File: src/logic/sla_pkg.sv
package sla_pkg;

  // clock and timing
  localparam longint CLK_PERIOD_NS = 64'd10;
  localparam longint BIAS_HOLD_MS = 64'd2500; // bias hold-up after release
  localparam longint BIAS_HOLD_CYC =
    (BIAS_HOLD_MS * 64'd1000000) / CLK_PERIOD_NS;
  localparam longint SLOW_BLINK_MS = 64'd250; // half period, slow blink
  localparam longint SLOW_BLINK_CYC =
    (SLOW_BLINK_MS * 64'd1000000) / CLK_PERIOD_NS;
  localparam longint FAST_BLINK_MS = 64'd50; // half period, rapid blink
  localparam longint FAST_BLINK_CYC =
    (FAST_BLINK_MS * 64'd1000000) / CLK_PERIOD_NS;

  // register addresses, 16-bit register numbers
  localparam logic [15:0] ADDR_FAULT_STATUS = 16'h9cc1;
  localparam logic [15:0] ADDR_WARN_STATUS = 16'h9cc3;
  localparam logic [15:0] ADDR_A1_FAULT_MASK = 16'ha13f;
  localparam logic [15:0] ADDR_A1_WARN_MASK = 16'ha141;
  localparam logic [15:0] ADDR_A2_FAULT_MASK = 16'ha143;
  localparam logic [15:0] ADDR_A2_WARN_MASK = 16'ha145;
  localparam logic [15:0] ADDR_ALARM_POLARITY = 16'ha147;
  localparam logic [15:0] ADDR_A1_STATE_MASK = 16'ha148;
  localparam logic [15:0] ADDR_A2_STATE_MASK = 16'ha14a;
  localparam logic [15:0] ADDR_A1_MISC_MASK = 16'ha14c;
  localparam logic [15:0] ADDR_A2_MISC_MASK = 16'ha14d;
  localparam logic [15:0] ADDR_ISLAND_CFG = 16'ha73d;

  // reset values
  localparam logic [31:0] MASK_RST = 32'h0000_0000;
  localparam logic [1:0] POLARITY_RST = 2'h0;
  localparam logic [1:0] ISLAND_CFG_RST = 2'h0;

  // field positions
  localparam int ISLAND_CFG_EN_BIT = 0; // 1: pin selects mode
  localparam int ISLAND_CFG_DEF_BIT = 1; // mode when pin unused
  localparam int FAULT_HALT_BIT = 0; // halt fault in fault word

  // mask groups per alarm output
  localparam logic [1:0] GRP_FAULT = 2'h0;
  localparam logic [1:0] GRP_WARN = 2'h1;
  localparam logic [1:0] GRP_STATE = 2'h2;
  localparam logic [1:0] GRP_MISC = 2'h3;

  // decoded register selector
  typedef struct packed {
    logic hit; // any mapped register
    logic is_mask; // one of the alarm masks
    logic out_sel; // 0: first output, 1: second
    logic [1:0] grp; // mask group
    logic hi_half; // upper 16 bits of a 32-bit mask
  } sla_sel_t;

  // indicator drive
  typedef struct packed {
    logic green;
    logic yellow_stby;
    logic yellow_oper;
    logic red;
  } sla_led_t;

  // bias supply sequencing, one-bit steps except hold to off
  typedef enum logic [1:0] {
    BIAS_OFF = 2'b00,
    BIAS_RUN = 2'b01,
    BIAS_HOLD = 2'b11
  } sla_bias_t;

endpackage

File: src/logic/sla_top.sv
`timescale 1ns/1ns

// Function
// normal: green lit while bias runs
// normal: first yellow lit in standby
// normal: second yellow lit while converting
// normal: red lit while faulted
// bootloader: green blinks
// bootloader: first yellow on when host connected
// bootloader: second yellow rapid blink transferring
// bootloader: red on at bootloader error
// contactors closed only while halt asserted
// report halt fault when input deasserted
// bias holds about 2.5 s then off
// bias on while enable input asserted
// island input selects grid mode if configured
// two alarm outputs, selectable event mix
// alarm polarity set by configuration register
// four mask words per alarm output
// mask one enables source, zero blocks
// alarm is OR across all groups
// first output masks against shared status words
// second output uses same status words
// last bus unit needs termination jumper
// polarity applied after the OR
// bootloader flag chooses indicator meaning set
module sla_top
  import sla_pkg::*;
#(
  parameter int unsigned BIAS_HOLD_CYCLES = 32'(BIAS_HOLD_CYC),
  parameter int unsigned SLOW_BLINK_CYCLES = 32'(SLOW_BLINK_CYC),
  parameter int unsigned FAST_BLINK_CYCLES = 32'(FAST_BLINK_CYC)
)
(
  input wire logic I_MCLK,
  input wire logic I_NRST,
  // register port, one 16-bit register per access
  input wire logic [15:0] I_REG_ADDR,
  input wire logic [15:0] I_REG_WDATA,
  input wire logic I_REG_WR,
  input wire logic I_REG_RD,
  output logic [15:0] O_REG_RDATA,
  output logic O_REG_ACK,
  // discrete inputs
  input wire logic I_EMERGENCY_HALT_INPUT,
  input wire logic I_BIAS_ENABLE,
  input wire logic I_ISLAND_INPUT,
  // power converter status sources
  input wire logic [31:0] I_FAULT_SRC,
  input wire logic [31:0] I_WARN_SRC,
  input wire logic [4:0] I_POWER_CONVERTER_STATE,
  input wire logic [15:0] I_MISC_EVENTS,
  input wire logic I_STANDBY,
  input wire logic I_CONVERTING,
  input wire logic I_CONTACTOR_REQ,
  // bootloader status
  input wire logic I_BOOT_ACTIVE,
  input wire logic I_BOOT_HOST_LINK,
  input wire logic I_BOOT_XFER,
  input wire logic I_BOOT_ERROR,
  // outputs
  output logic O_BIAS_SUPPLY_EN,
  output logic O_CONTACTOR_CLOSE,
  output logic O_ISLAND_MODE,
  output logic O_LED_GREEN,
  output logic O_LED_YELLOW_STBY,
  output logic O_LED_YELLOW_OPER,
  output logic O_LED_RED,
  output logic O_ALARM_OUT_FIRST,
  output logic O_ALARM_OUT_SECOND
);

  // register address decode, shared by read and write paths
  function automatic sla_sel_t decode_addr(input logic [15:0] a);
    sla_sel_t s;
    s = '0;
    s.hit = 1'b1;
    s.is_mask = 1'b1;
    case (a)
      ADDR_A1_FAULT_MASK: s.hi_half = 1'b1;
      ADDR_A1_FAULT_MASK + 16'h0001: s.hi_half = 1'b0;
      ADDR_A1_WARN_MASK: {s.grp, s.hi_half} = {GRP_WARN, 1'b1};
      ADDR_A1_WARN_MASK + 16'h0001: s.grp = GRP_WARN;
      ADDR_A2_FAULT_MASK: {s.out_sel, s.hi_half} = 2'h3;
      ADDR_A2_FAULT_MASK + 16'h0001: s.out_sel = 1'b1;
      ADDR_A2_WARN_MASK:
        {s.out_sel, s.grp, s.hi_half} = {1'b1, GRP_WARN, 1'b1};
      ADDR_A2_WARN_MASK + 16'h0001: {s.out_sel, s.grp} = {1'b1, GRP_WARN};
      ADDR_A1_STATE_MASK: {s.grp, s.hi_half} = {GRP_STATE, 1'b1};
      ADDR_A1_STATE_MASK + 16'h0001: s.grp = GRP_STATE;
      ADDR_A2_STATE_MASK:
        {s.out_sel, s.grp, s.hi_half} = {1'b1, GRP_STATE, 1'b1};
      ADDR_A2_STATE_MASK + 16'h0001: {s.out_sel, s.grp} = {1'b1, GRP_STATE};
      ADDR_A1_MISC_MASK: s.grp = GRP_MISC;
      ADDR_A2_MISC_MASK: {s.out_sel, s.grp} = {1'b1, GRP_MISC};
      ADDR_FAULT_STATUS, ADDR_FAULT_STATUS + 16'h0001,
      ADDR_WARN_STATUS, ADDR_WARN_STATUS + 16'h0001,
      ADDR_ALARM_POLARITY, ADDR_ISLAND_CFG:
        s.is_mask = 1'b0;
      default:
      begin
        // unmapped: no hit, reads zero, writes dropped
        s.hit = 1'b0;
        s.is_mask = 1'b0;
      end
    endcase
    return s;
  endfunction

  // one-hot decode of the operating state for the state mask
  function automatic logic [31:0] state_onehot(input logic [4:0] st);
    logic [31:0] v;
    v = 32'h0000_0000;
    v[st] = 1'b1;
    return v;
  endfunction

  sla_sel_t wr_sel; // decode of current write address
  sla_sel_t rd_sel; // decode of current read address
  logic [31:0] mask_q [2][4]; // alarm masks, [output][group]
  logic [1:0] polarity_q; // bit n inverts alarm output n
  logic [1:0] island_cfg_q; // enable and default mode
  logic [31:0] fault_word; // fault status as reported
  logic [31:0] warn_word; // warning status as reported
  logic [31:0] src_word [4]; // sources per mask group
  logic [1:0] alarm_raw; // OR of masked sources per output
  logic [1:0] alarm_q; // registered pin levels
  logic [15:0] rdata_d; // read mux result
  logic [15:0] rdata_q; // registered read data
  logic ack_q; // access answer strobe
  sla_bias_t bias_q; // bias sequencer state
  logic [31:0] hold_cnt_q; // hold-up countdown
  logic [31:0] slow_cnt_q; // slow blink divider
  logic [31:0] fast_cnt_q; // rapid blink divider
  logic slow_ph_q; // slow blink phase
  logic fast_ph_q; // rapid blink phase
  sla_led_t led_d; // indicator next value
  sla_led_t led_q; // indicator flops
  logic contactor_q; // contactor drive
  logic island_q; // selected grid mode
  logic halt_fault; // emergency halt missing

  assign wr_sel = decode_addr(I_REG_ADDR);
  assign rd_sel = wr_sel;

  // the halt fault is a plain level; it clears as soon as the pin returns
  assign halt_fault = ~I_EMERGENCY_HALT_INPUT;

  // status words as seen by software and by both alarm outputs
  always_comb
  begin
    fault_word = I_FAULT_SRC;
    fault_word[FAULT_HALT_BIT] =
      I_FAULT_SRC[FAULT_HALT_BIT] | halt_fault;
    warn_word = I_WARN_SRC;
  end

  // group sources, shared between both outputs
  always_comb
  begin
    src_word[GRP_FAULT] = fault_word;
    src_word[GRP_WARN] = warn_word;
    src_word[GRP_STATE] = state_onehot(I_POWER_CONVERTER_STATE);
    src_word[GRP_MISC] = {16'h0000, I_MISC_EVENTS};
  end

  // per-output mask registers and combine logic
  genvar go;
  genvar gg;
  generate
    for (go = 0; go < 2; go++)
    begin : g_out
      for (gg = 0; gg < 4; gg++)
      begin : g_grp
        // mask storage, written one 16-bit half per access
        always_ff @(posedge I_MCLK or negedge I_NRST)
        begin
          if (!I_NRST)
          begin
            mask_q[go][gg] <= MASK_RST;
          end
          else if (I_REG_WR && wr_sel.is_mask &&
                   wr_sel.out_sel == go[0] && wr_sel.grp == gg[1:0])
          begin

            if (wr_sel.hi_half)
            begin
              mask_q[go][gg][31:16] <= I_REG_WDATA;
            end
            else
            begin
              mask_q[go][gg][15:0] <= I_REG_WDATA;
            end
          end
        end
      end
      // a one in a mask passes its source, any passing source alarms
      assign alarm_raw[go] =
        |(mask_q[go][GRP_FAULT] & src_word[GRP_FAULT]) |
        |(mask_q[go][GRP_WARN] & src_word[GRP_WARN]) |
        |(mask_q[go][GRP_STATE] & src_word[GRP_STATE]) |
        |(mask_q[go][GRP_MISC][15:0] & src_word[GRP_MISC][15:0]);
    end
  endgenerate

  // polarity and island configuration registers
  always_ff @(posedge I_MCLK or negedge I_NRST)
  begin
    if (!I_NRST)
    begin
      polarity_q <= POLARITY_RST;
      island_cfg_q <= ISLAND_CFG_RST;
    end
    else if (I_REG_WR)
    begin
      if (I_REG_ADDR == ADDR_ALARM_POLARITY)
      begin
        polarity_q <= I_REG_WDATA[1:0];
      end
      if (I_REG_ADDR == ADDR_ISLAND_CFG)
      begin
        island_cfg_q <= I_REG_WDATA[1:0];
      end
    end
  end

  // alarm pins: polarity applied after the OR, so one bit flips the sum
  always_ff @(posedge I_MCLK or negedge I_NRST)
  begin
    if (!I_NRST)
    begin
      alarm_q <= 2'h0;
    end
    else
    begin
      alarm_q <= alarm_raw ^ polarity_q;
    end
  end

  assign O_ALARM_OUT_FIRST = alarm_q[0];
  assign O_ALARM_OUT_SECOND = alarm_q[1];

  // read mux; status words come live, not latched
  always_comb
  begin
    rdata_d = 16'h0000;
    if (rd_sel.is_mask)
    begin
      rdata_d = rd_sel.hi_half ? mask_q[rd_sel.out_sel][rd_sel.grp][31:16]
                               : mask_q[rd_sel.out_sel][rd_sel.grp][15:0];
    end
    else
    begin
      case (I_REG_ADDR)
        ADDR_FAULT_STATUS: rdata_d = fault_word[31:16];
        ADDR_FAULT_STATUS + 16'h0001: rdata_d = fault_word[15:0];
        ADDR_WARN_STATUS: rdata_d = warn_word[31:16];
        ADDR_WARN_STATUS + 16'h0001: rdata_d = warn_word[15:0];
        ADDR_ALARM_POLARITY: rdata_d = {14'h0000, polarity_q};
        ADDR_ISLAND_CFG: rdata_d = {14'h0000, island_cfg_q};
        default: rdata_d = 16'h0000; // unmapped reads zero
      endcase
    end
  end

  // register answer: one cycle after any read or write
  always_ff @(posedge I_MCLK or negedge I_NRST)
  begin
    if (!I_NRST)
    begin
      rdata_q <= 16'h0000;
      ack_q <= 1'b0;
    end
    else
    begin
      ack_q <= I_REG_RD | I_REG_WR;
      if (I_REG_RD)
      begin
        rdata_q <= rdata_d;
      end
    end
  end

  assign O_REG_RDATA = rdata_q;
  assign O_REG_ACK = ack_q;

  // bias sequencer: run while enabled, hold up, then off
  always_ff @(posedge I_MCLK or negedge I_NRST)
  begin
    if (!I_NRST)
    begin
      bias_q <= BIAS_OFF;
      hold_cnt_q <= 32'h0000_0000;
    end
    else
    begin
      case (bias_q)
        BIAS_OFF:
        begin
          if (I_BIAS_ENABLE)
          begin
            bias_q <= BIAS_RUN;
          end
        end
        BIAS_RUN:
        begin
          if (!I_BIAS_ENABLE)
          begin
            // housekeeping window starts here
            bias_q <= BIAS_HOLD;
            hold_cnt_q <= BIAS_HOLD_CYCLES - 32'd1;
          end
        end
        BIAS_HOLD:
        begin
          if (I_BIAS_ENABLE)
          begin
            // re-assert during hold-up: keep running, no off glitch
            bias_q <= BIAS_RUN;
          end
          else if (hold_cnt_q == 32'h0000_0000)
          begin
            bias_q <= BIAS_OFF;
          end
          else
          begin
            hold_cnt_q <= hold_cnt_q - 32'd1;
          end
        end
        default:
        begin
          bias_q <= BIAS_OFF;
        end
      endcase
    end
  end

  // supply is on in run and in the whole hold-up window
  assign O_BIAS_SUPPLY_EN = (bias_q != BIAS_OFF);

  // contactors follow the request only with the halt input present
  always_ff @(posedge I_MCLK or negedge I_NRST)
  begin
    if (!I_NRST)
    begin
      contactor_q <= 1'b0;
    end
    else
    begin
      contactor_q <= I_CONTACTOR_REQ & I_EMERGENCY_HALT_INPUT;
    end
  end

  // the real hardware path is direct; gate combinationally as well
  assign O_CONTACTOR_CLOSE = contactor_q & I_EMERGENCY_HALT_INPUT;

  // island mode: pin when enabled, else the configured default
  always_ff @(posedge I_MCLK or negedge I_NRST)
  begin
    if (!I_NRST)
    begin
      island_q <= 1'b0;
    end
    else if (island_cfg_q[ISLAND_CFG_EN_BIT])
    begin
      island_q <= I_ISLAND_INPUT;
    end
    else
    begin
      // unused pin may float, so it is ignored here
      island_q <= island_cfg_q[ISLAND_CFG_DEF_BIT];
    end
  end

  assign O_ISLAND_MODE = island_q;

  // blink dividers, free running so both rates stay in phase
  always_ff @(posedge I_MCLK or negedge I_NRST)
  begin
    if (!I_NRST)
    begin
      slow_cnt_q <= 32'h0000_0000;
      slow_ph_q <= 1'b0;
    end
    else if (slow_cnt_q >= SLOW_BLINK_CYCLES - 32'd1)
    begin
      slow_cnt_q <= 32'h0000_0000;
      slow_ph_q <= ~slow_ph_q;
    end
    else
    begin
      slow_cnt_q <= slow_cnt_q + 32'd1;
    end
  end

  always_ff @(posedge I_MCLK or negedge I_NRST)
  begin
    if (!I_NRST)
    begin
      fast_cnt_q <= 32'h0000_0000;
      fast_ph_q <= 1'b0;
    end
    else if (fast_cnt_q >= FAST_BLINK_CYCLES - 32'd1)
    begin
      fast_cnt_q <= 32'h0000_0000;
      fast_ph_q <= ~fast_ph_q;
    end
    else
    begin
      fast_cnt_q <= fast_cnt_q + 32'd1;
    end
  end

  // indicator meaning set chosen by the bootloader flag
  always_comb
  begin
    if (I_BOOT_ACTIVE)
    begin
      led_d.green = slow_ph_q;
      led_d.yellow_stby = I_BOOT_HOST_LINK;
      led_d.yellow_oper = I_BOOT_XFER & fast_ph_q;
      led_d.red = I_BOOT_ERROR;
    end
    else
    begin
      led_d.green = O_BIAS_SUPPLY_EN;
      led_d.yellow_stby = I_STANDBY;
      led_d.yellow_oper = I_CONVERTING;
      led_d.red = |fault_word;
    end
  end

  // indicator flops
  always_ff @(posedge I_MCLK or negedge I_NRST)
  begin
    if (!I_NRST)
    begin
      led_q <= '0;
    end
    else
    begin
      led_q <= led_d;
    end
  end

  assign O_LED_GREEN = led_q.green;
  assign O_LED_YELLOW_STBY = led_q.yellow_stby;
  assign O_LED_YELLOW_OPER = led_q.yellow_oper;
  assign O_LED_RED = led_q.red;

endmodule

File: config.mk
export PLATFORM = sky130hd
export DESIGN_NAME = sla_top
export DESIGN_NICKNAME = d
export VERILOG_FILES = /design/src/logic/sla_pkg.sv /design/src/logic/sla_top.sv
export SDC_FILE = /design/constraint.sdc
export NUM_CORES = 1
export LEC_CHECK = 0
export ABC_AREA = 0
export CAP_MARGIN = 20
export CORE_ASPECT_RATIO = 2
export CORE_MARGIN = 5
export CORE_UTILIZATION = 60
export DETAILED_ROUTE_END_ITERATION = 10
export DONT_BUFFER_PORTS = 1
export PLACE_DENSITY_LB_ADDON = 0.3
export SLEW_MARGIN = 5
export SYNTH_ARGS = -nofsm -noshare
export SYNTH_HDL_FRONTEND = slang
export SYNTH_SLANG_ARGS = --single-unit
File: constraint.sdc
create_clock -name I_MCLK -period 6 [get_ports I_MCLK]
set_input_delay 1.2 -clock I_MCLK [delete_from_list [all_inputs] [get_ports I_MCLK]]
set_output_delay 1.2 -clock I_MCLK [all_outputs]
set_load 0.03 [all_outputs]
==> impl_results.md <==
* Reg2reg setup slack at 2.45 ns
* Largest net degree at the start of global routing at ~350
* CP endpoint: mask_q[70]
* Minimum hold slack at between 0.2 and 0.3 ns
* Die height at approximately 260 um
* Levels on crit path at 6
* Final setup violation count at 0
* Arr. time, crit path at between 4 and 5 ns
* Syn Area/Cell at 10.88 sq um
* DP Worst Slack at roughly 1.2 ns
* CP Data Required Time at approximately 6.5 ns
* EDFF count, synth at 0
* Yosys warning total at 0
* Startpoint Class: input pin
* Post-route ant nets at 0
* 1st-pass router iterations at 7
* Top Ports at 157
* Vias at between 15,000 and 20,000
* Vias per cell at ~7.5
* Unrepaired setup endpoints after global routing: false
* Yosys cell types at 78
* Most common cell after layout, fill and taps aside: dfrtp_1
* Slew @ Worst Pin at around 1.2 ns
* Root buffer cell: clkbuf_16
* CP cell instances: or4b_1 > or4_1 > nor2_8 > nand2_8 > nor3_4 > mux2_2
* Clock latency at the later pin of the worst-skew pair at between 0.6 and 0.7 ns
* CP max stage delay at 0.99 ns
* Crit-path max FO at 18
* Die W at between 100 and 150 um
* Pwr dens at ~240 mW/mm^2
* Fmax at roughly 230 MHz
* Share of layout cells above drive strength 1 at slightly above 20%
* CTS tree: done
* Final HPWL DP at between 50,000 and 60,000 um
* Period utilization at 71.17%
* Core footprint at ~0.03 sq mm
* Crit. End Element: flop
* Peak VDD IR at 0.0002595 V
* Initial antenna violation count at 8
* FF-to-FF path depth at 8
* Netlist Area Pre-Place at around 0.019 sq mm
* Hold_buf cts at 0
* Post-CTS sizing at 0
* Min cycle time layout at approximately 4.3 ns
* Seq cells post-synth at between 300 and 400
* Cell family with the largest share of critical-path delay: simple AND/OR/NAND/NOR gates
* Layout Skew at 0.03118 ns
* Port bufs at 0
* Asr flop ratio synth at 100.0%
* Drt first-iter violations at just over 2,000
* Area Growth Syn to Fin at 7.276%
* Post-CTS Setup Bufs at 0
* Commonest cells after routing, fill and taps aside: dfrtp_1, mux2_2, nor2_1
* Setup TNS at 0 ns
* CTS H-tree depth at 1
* CTS max path bufs at 3
* Initial Util at 60.74%
* Final net count at between 1,500 and 2,000
* Total gr overflow at 0
* Die area at about 0.035 sq mm
* Total track usage at a little under half
* Max Cap Viol at 0
* Pwr Total at approximately 4800 uW
* Worst setup path class: in -> reg
* CTS Buf Count at 31
* Rel. slew slack at around a fifth
* Critical-path top delay cell: nor3_4
* Final hold violation count at 0
* Final core occ at around two thirds
* R2r endpoint: alarm_q[0]
* Top FF cell, synth: dfrtp_1
* Final worst slack at between 1.5 and 2 ns
* Gpl congestion at between 1 and 1.5
* Worst path bufs/invs at 0
* Global-route wire length before repair at roughly 120,000 um
* Sinks on Clock Net at 353
* Clock transition at path regs at 0.08 ns
* # rows at 91
* Hold WC Path Type: in -> async
* Worst R2R Start: mask_q[245]
* Remaining DRCs at 0
* Crit path launch: I_REG_ADDR[5]
* Post-synthesis cell count at approximately 1,700
* Sequential fraction of the synthesis area at between 40% and 50%
* Vias in the first global route at 16,210
* Final WL at a little over 80,000 um
* Fin. max-slew vios at 0
* Status: finished clean
* DR WL/cell at between 30 and 40 um
* Leakage at ~0.0090 uW
## sequential cells by signal, indices dropped and copies added, names as in the netlist, 2 cells and up
register,cells
island_cfg_q,2
hold_cnt_q,32
fast_cnt_q,32
slow_cnt_q,32
O_REG_RDATA,16
bias_q,2
mask_q,224
polarity_q,2
alarm_q,2
## worst min path at each step
stage / slack (ns) / depth (start not counted) / from / to
2_1_floorplan: 0.44 / 1 / fast_ph_q / fast_ph_q
3_3_place_gp: 0.46 / 1 / fast_ph_q / fast_ph_q
3_5_place_dp: 0.48 / 1 / fast_ph_q / fast_ph_q
4_1_cts: 0.29 / 0 / I_NRST / mask_q[8]
5_1_grt: 0.27 / 0 / I_NRST / mask_q[136]
6_report: 0.27 / 0 / I_NRST / mask_q[8]
## power by group
| part | internal, uW | switching (uW) |
|---|---|---|
| sequential | 2410 | 57.3 |
| clock | 1220 | 960 |
| combinational | 71.8 | 108 |
| total | 3700 | 1130 |
## cell type report
cell class                 count  area (sq um)
multi-input combinational   1262          9432
tap                          418         523.0
inverter                      14         52.55
sequential                   353          8833
clock buffer                  42         857.1
antenna                        5         12.51
timing repair buffer          25         185.2
clock inverter                13         211.5
fill                        2341         10750
## stage by stage
| stage | instance area [sq um] | std cells |
|---|---|---|
| final | 20110 | 2132 |
| after global routing | 20090 | 2127 |
| after CTS | 20080 | 2125 |
| after detailed placement | 19010 | 2070 |
| after global placement | 19010 | 2070 |
| after floorplan | 18800 | 1738 |
## worst register-to-register path: cells and delay by family (launching register included)
| family | cells | cell delay [ns] |
|---|---|---|
| simple gates | 4 | 1.43 |
| compound gates | 2 | 1.01 |
| flops | 1 | 0.49 |
| buf+inv | 1 | 0.30 |
| xor+xnor | 1 | 0.18 |
## cells in the mapped netlist, types with 5 or more instances
master,n,area share [%]
nor3b_1,7,0.28
or2_2,8,0.27
buf_6,7,0.42
dfrtp_1,353,47
nand2b_1,10,0.33
a22o_1,29,1.4
or3_1,13,0.43
o211ai_1,13,0.52
o221ai_1,21,0.98
o21ai_0,48,1.3
nor3_1,18,0.48
nand3b_1,7,0.28
o22ai_1,25,0.83
nand4b_1,5,0.23
a21oi_1,45,1.2
buf_4,7,0.28
nand4_1,29,0.97
nor4_1,28,0.93
nor2_1,130,2.6
mux2i_1,73,3.9
or4_1,5,0.20
xnor2_1,31,1.4
a221oi_1,56,2.6
nor2b_1,8,0.27
a22oi_1,34,1.4
buf_2,14,0.37
o22a_1,12,0.56
and2_1,6,0.20
nand3_1,60,1.6
o221a_2,5,0.30
buf_1,7,0.14
xor2_1,37,1.7
a31oi_1,23,0.77
inv_1,14,0.28
mux2_4,10,0.80
o2bb2ai_1,5,0.23
a221o_1,6,0.32
clkbuf_1,74,1.5
mux2_2,226,14
and3_1,14,0.47
nand2_1,118,2.4
nor4b_1,5,0.23
## kinds of logic (layout without fill, tap and decap cells)
group           count (synthesis)  after routing  share of synthesized area [%]
simple gates                  503            503                          13.95
buf+inv                       123             94                          2.977
xor+xnor                       68             68                          3.178
compound gates                358            358                          13.96
fa+ha+maj                       4              4                         0.2670
flops                         353            353                          47.13
mux                           313            313                          18.52
other cells                     1             21                        0.02001
## metal layers
layer | vias up | routed length, um | track usage, %
li1 | 6419 | - | -
met1 | 7940 | 24720 | 48.20
met2 | 1231 | 36480 | 71.45
met3 | 473 | 9374 | 17.17
met4 | 4 | 10170 | 42.91
met5 | - | 27 | 0
No activity file was read; power rests on OpenSTA's default activity.
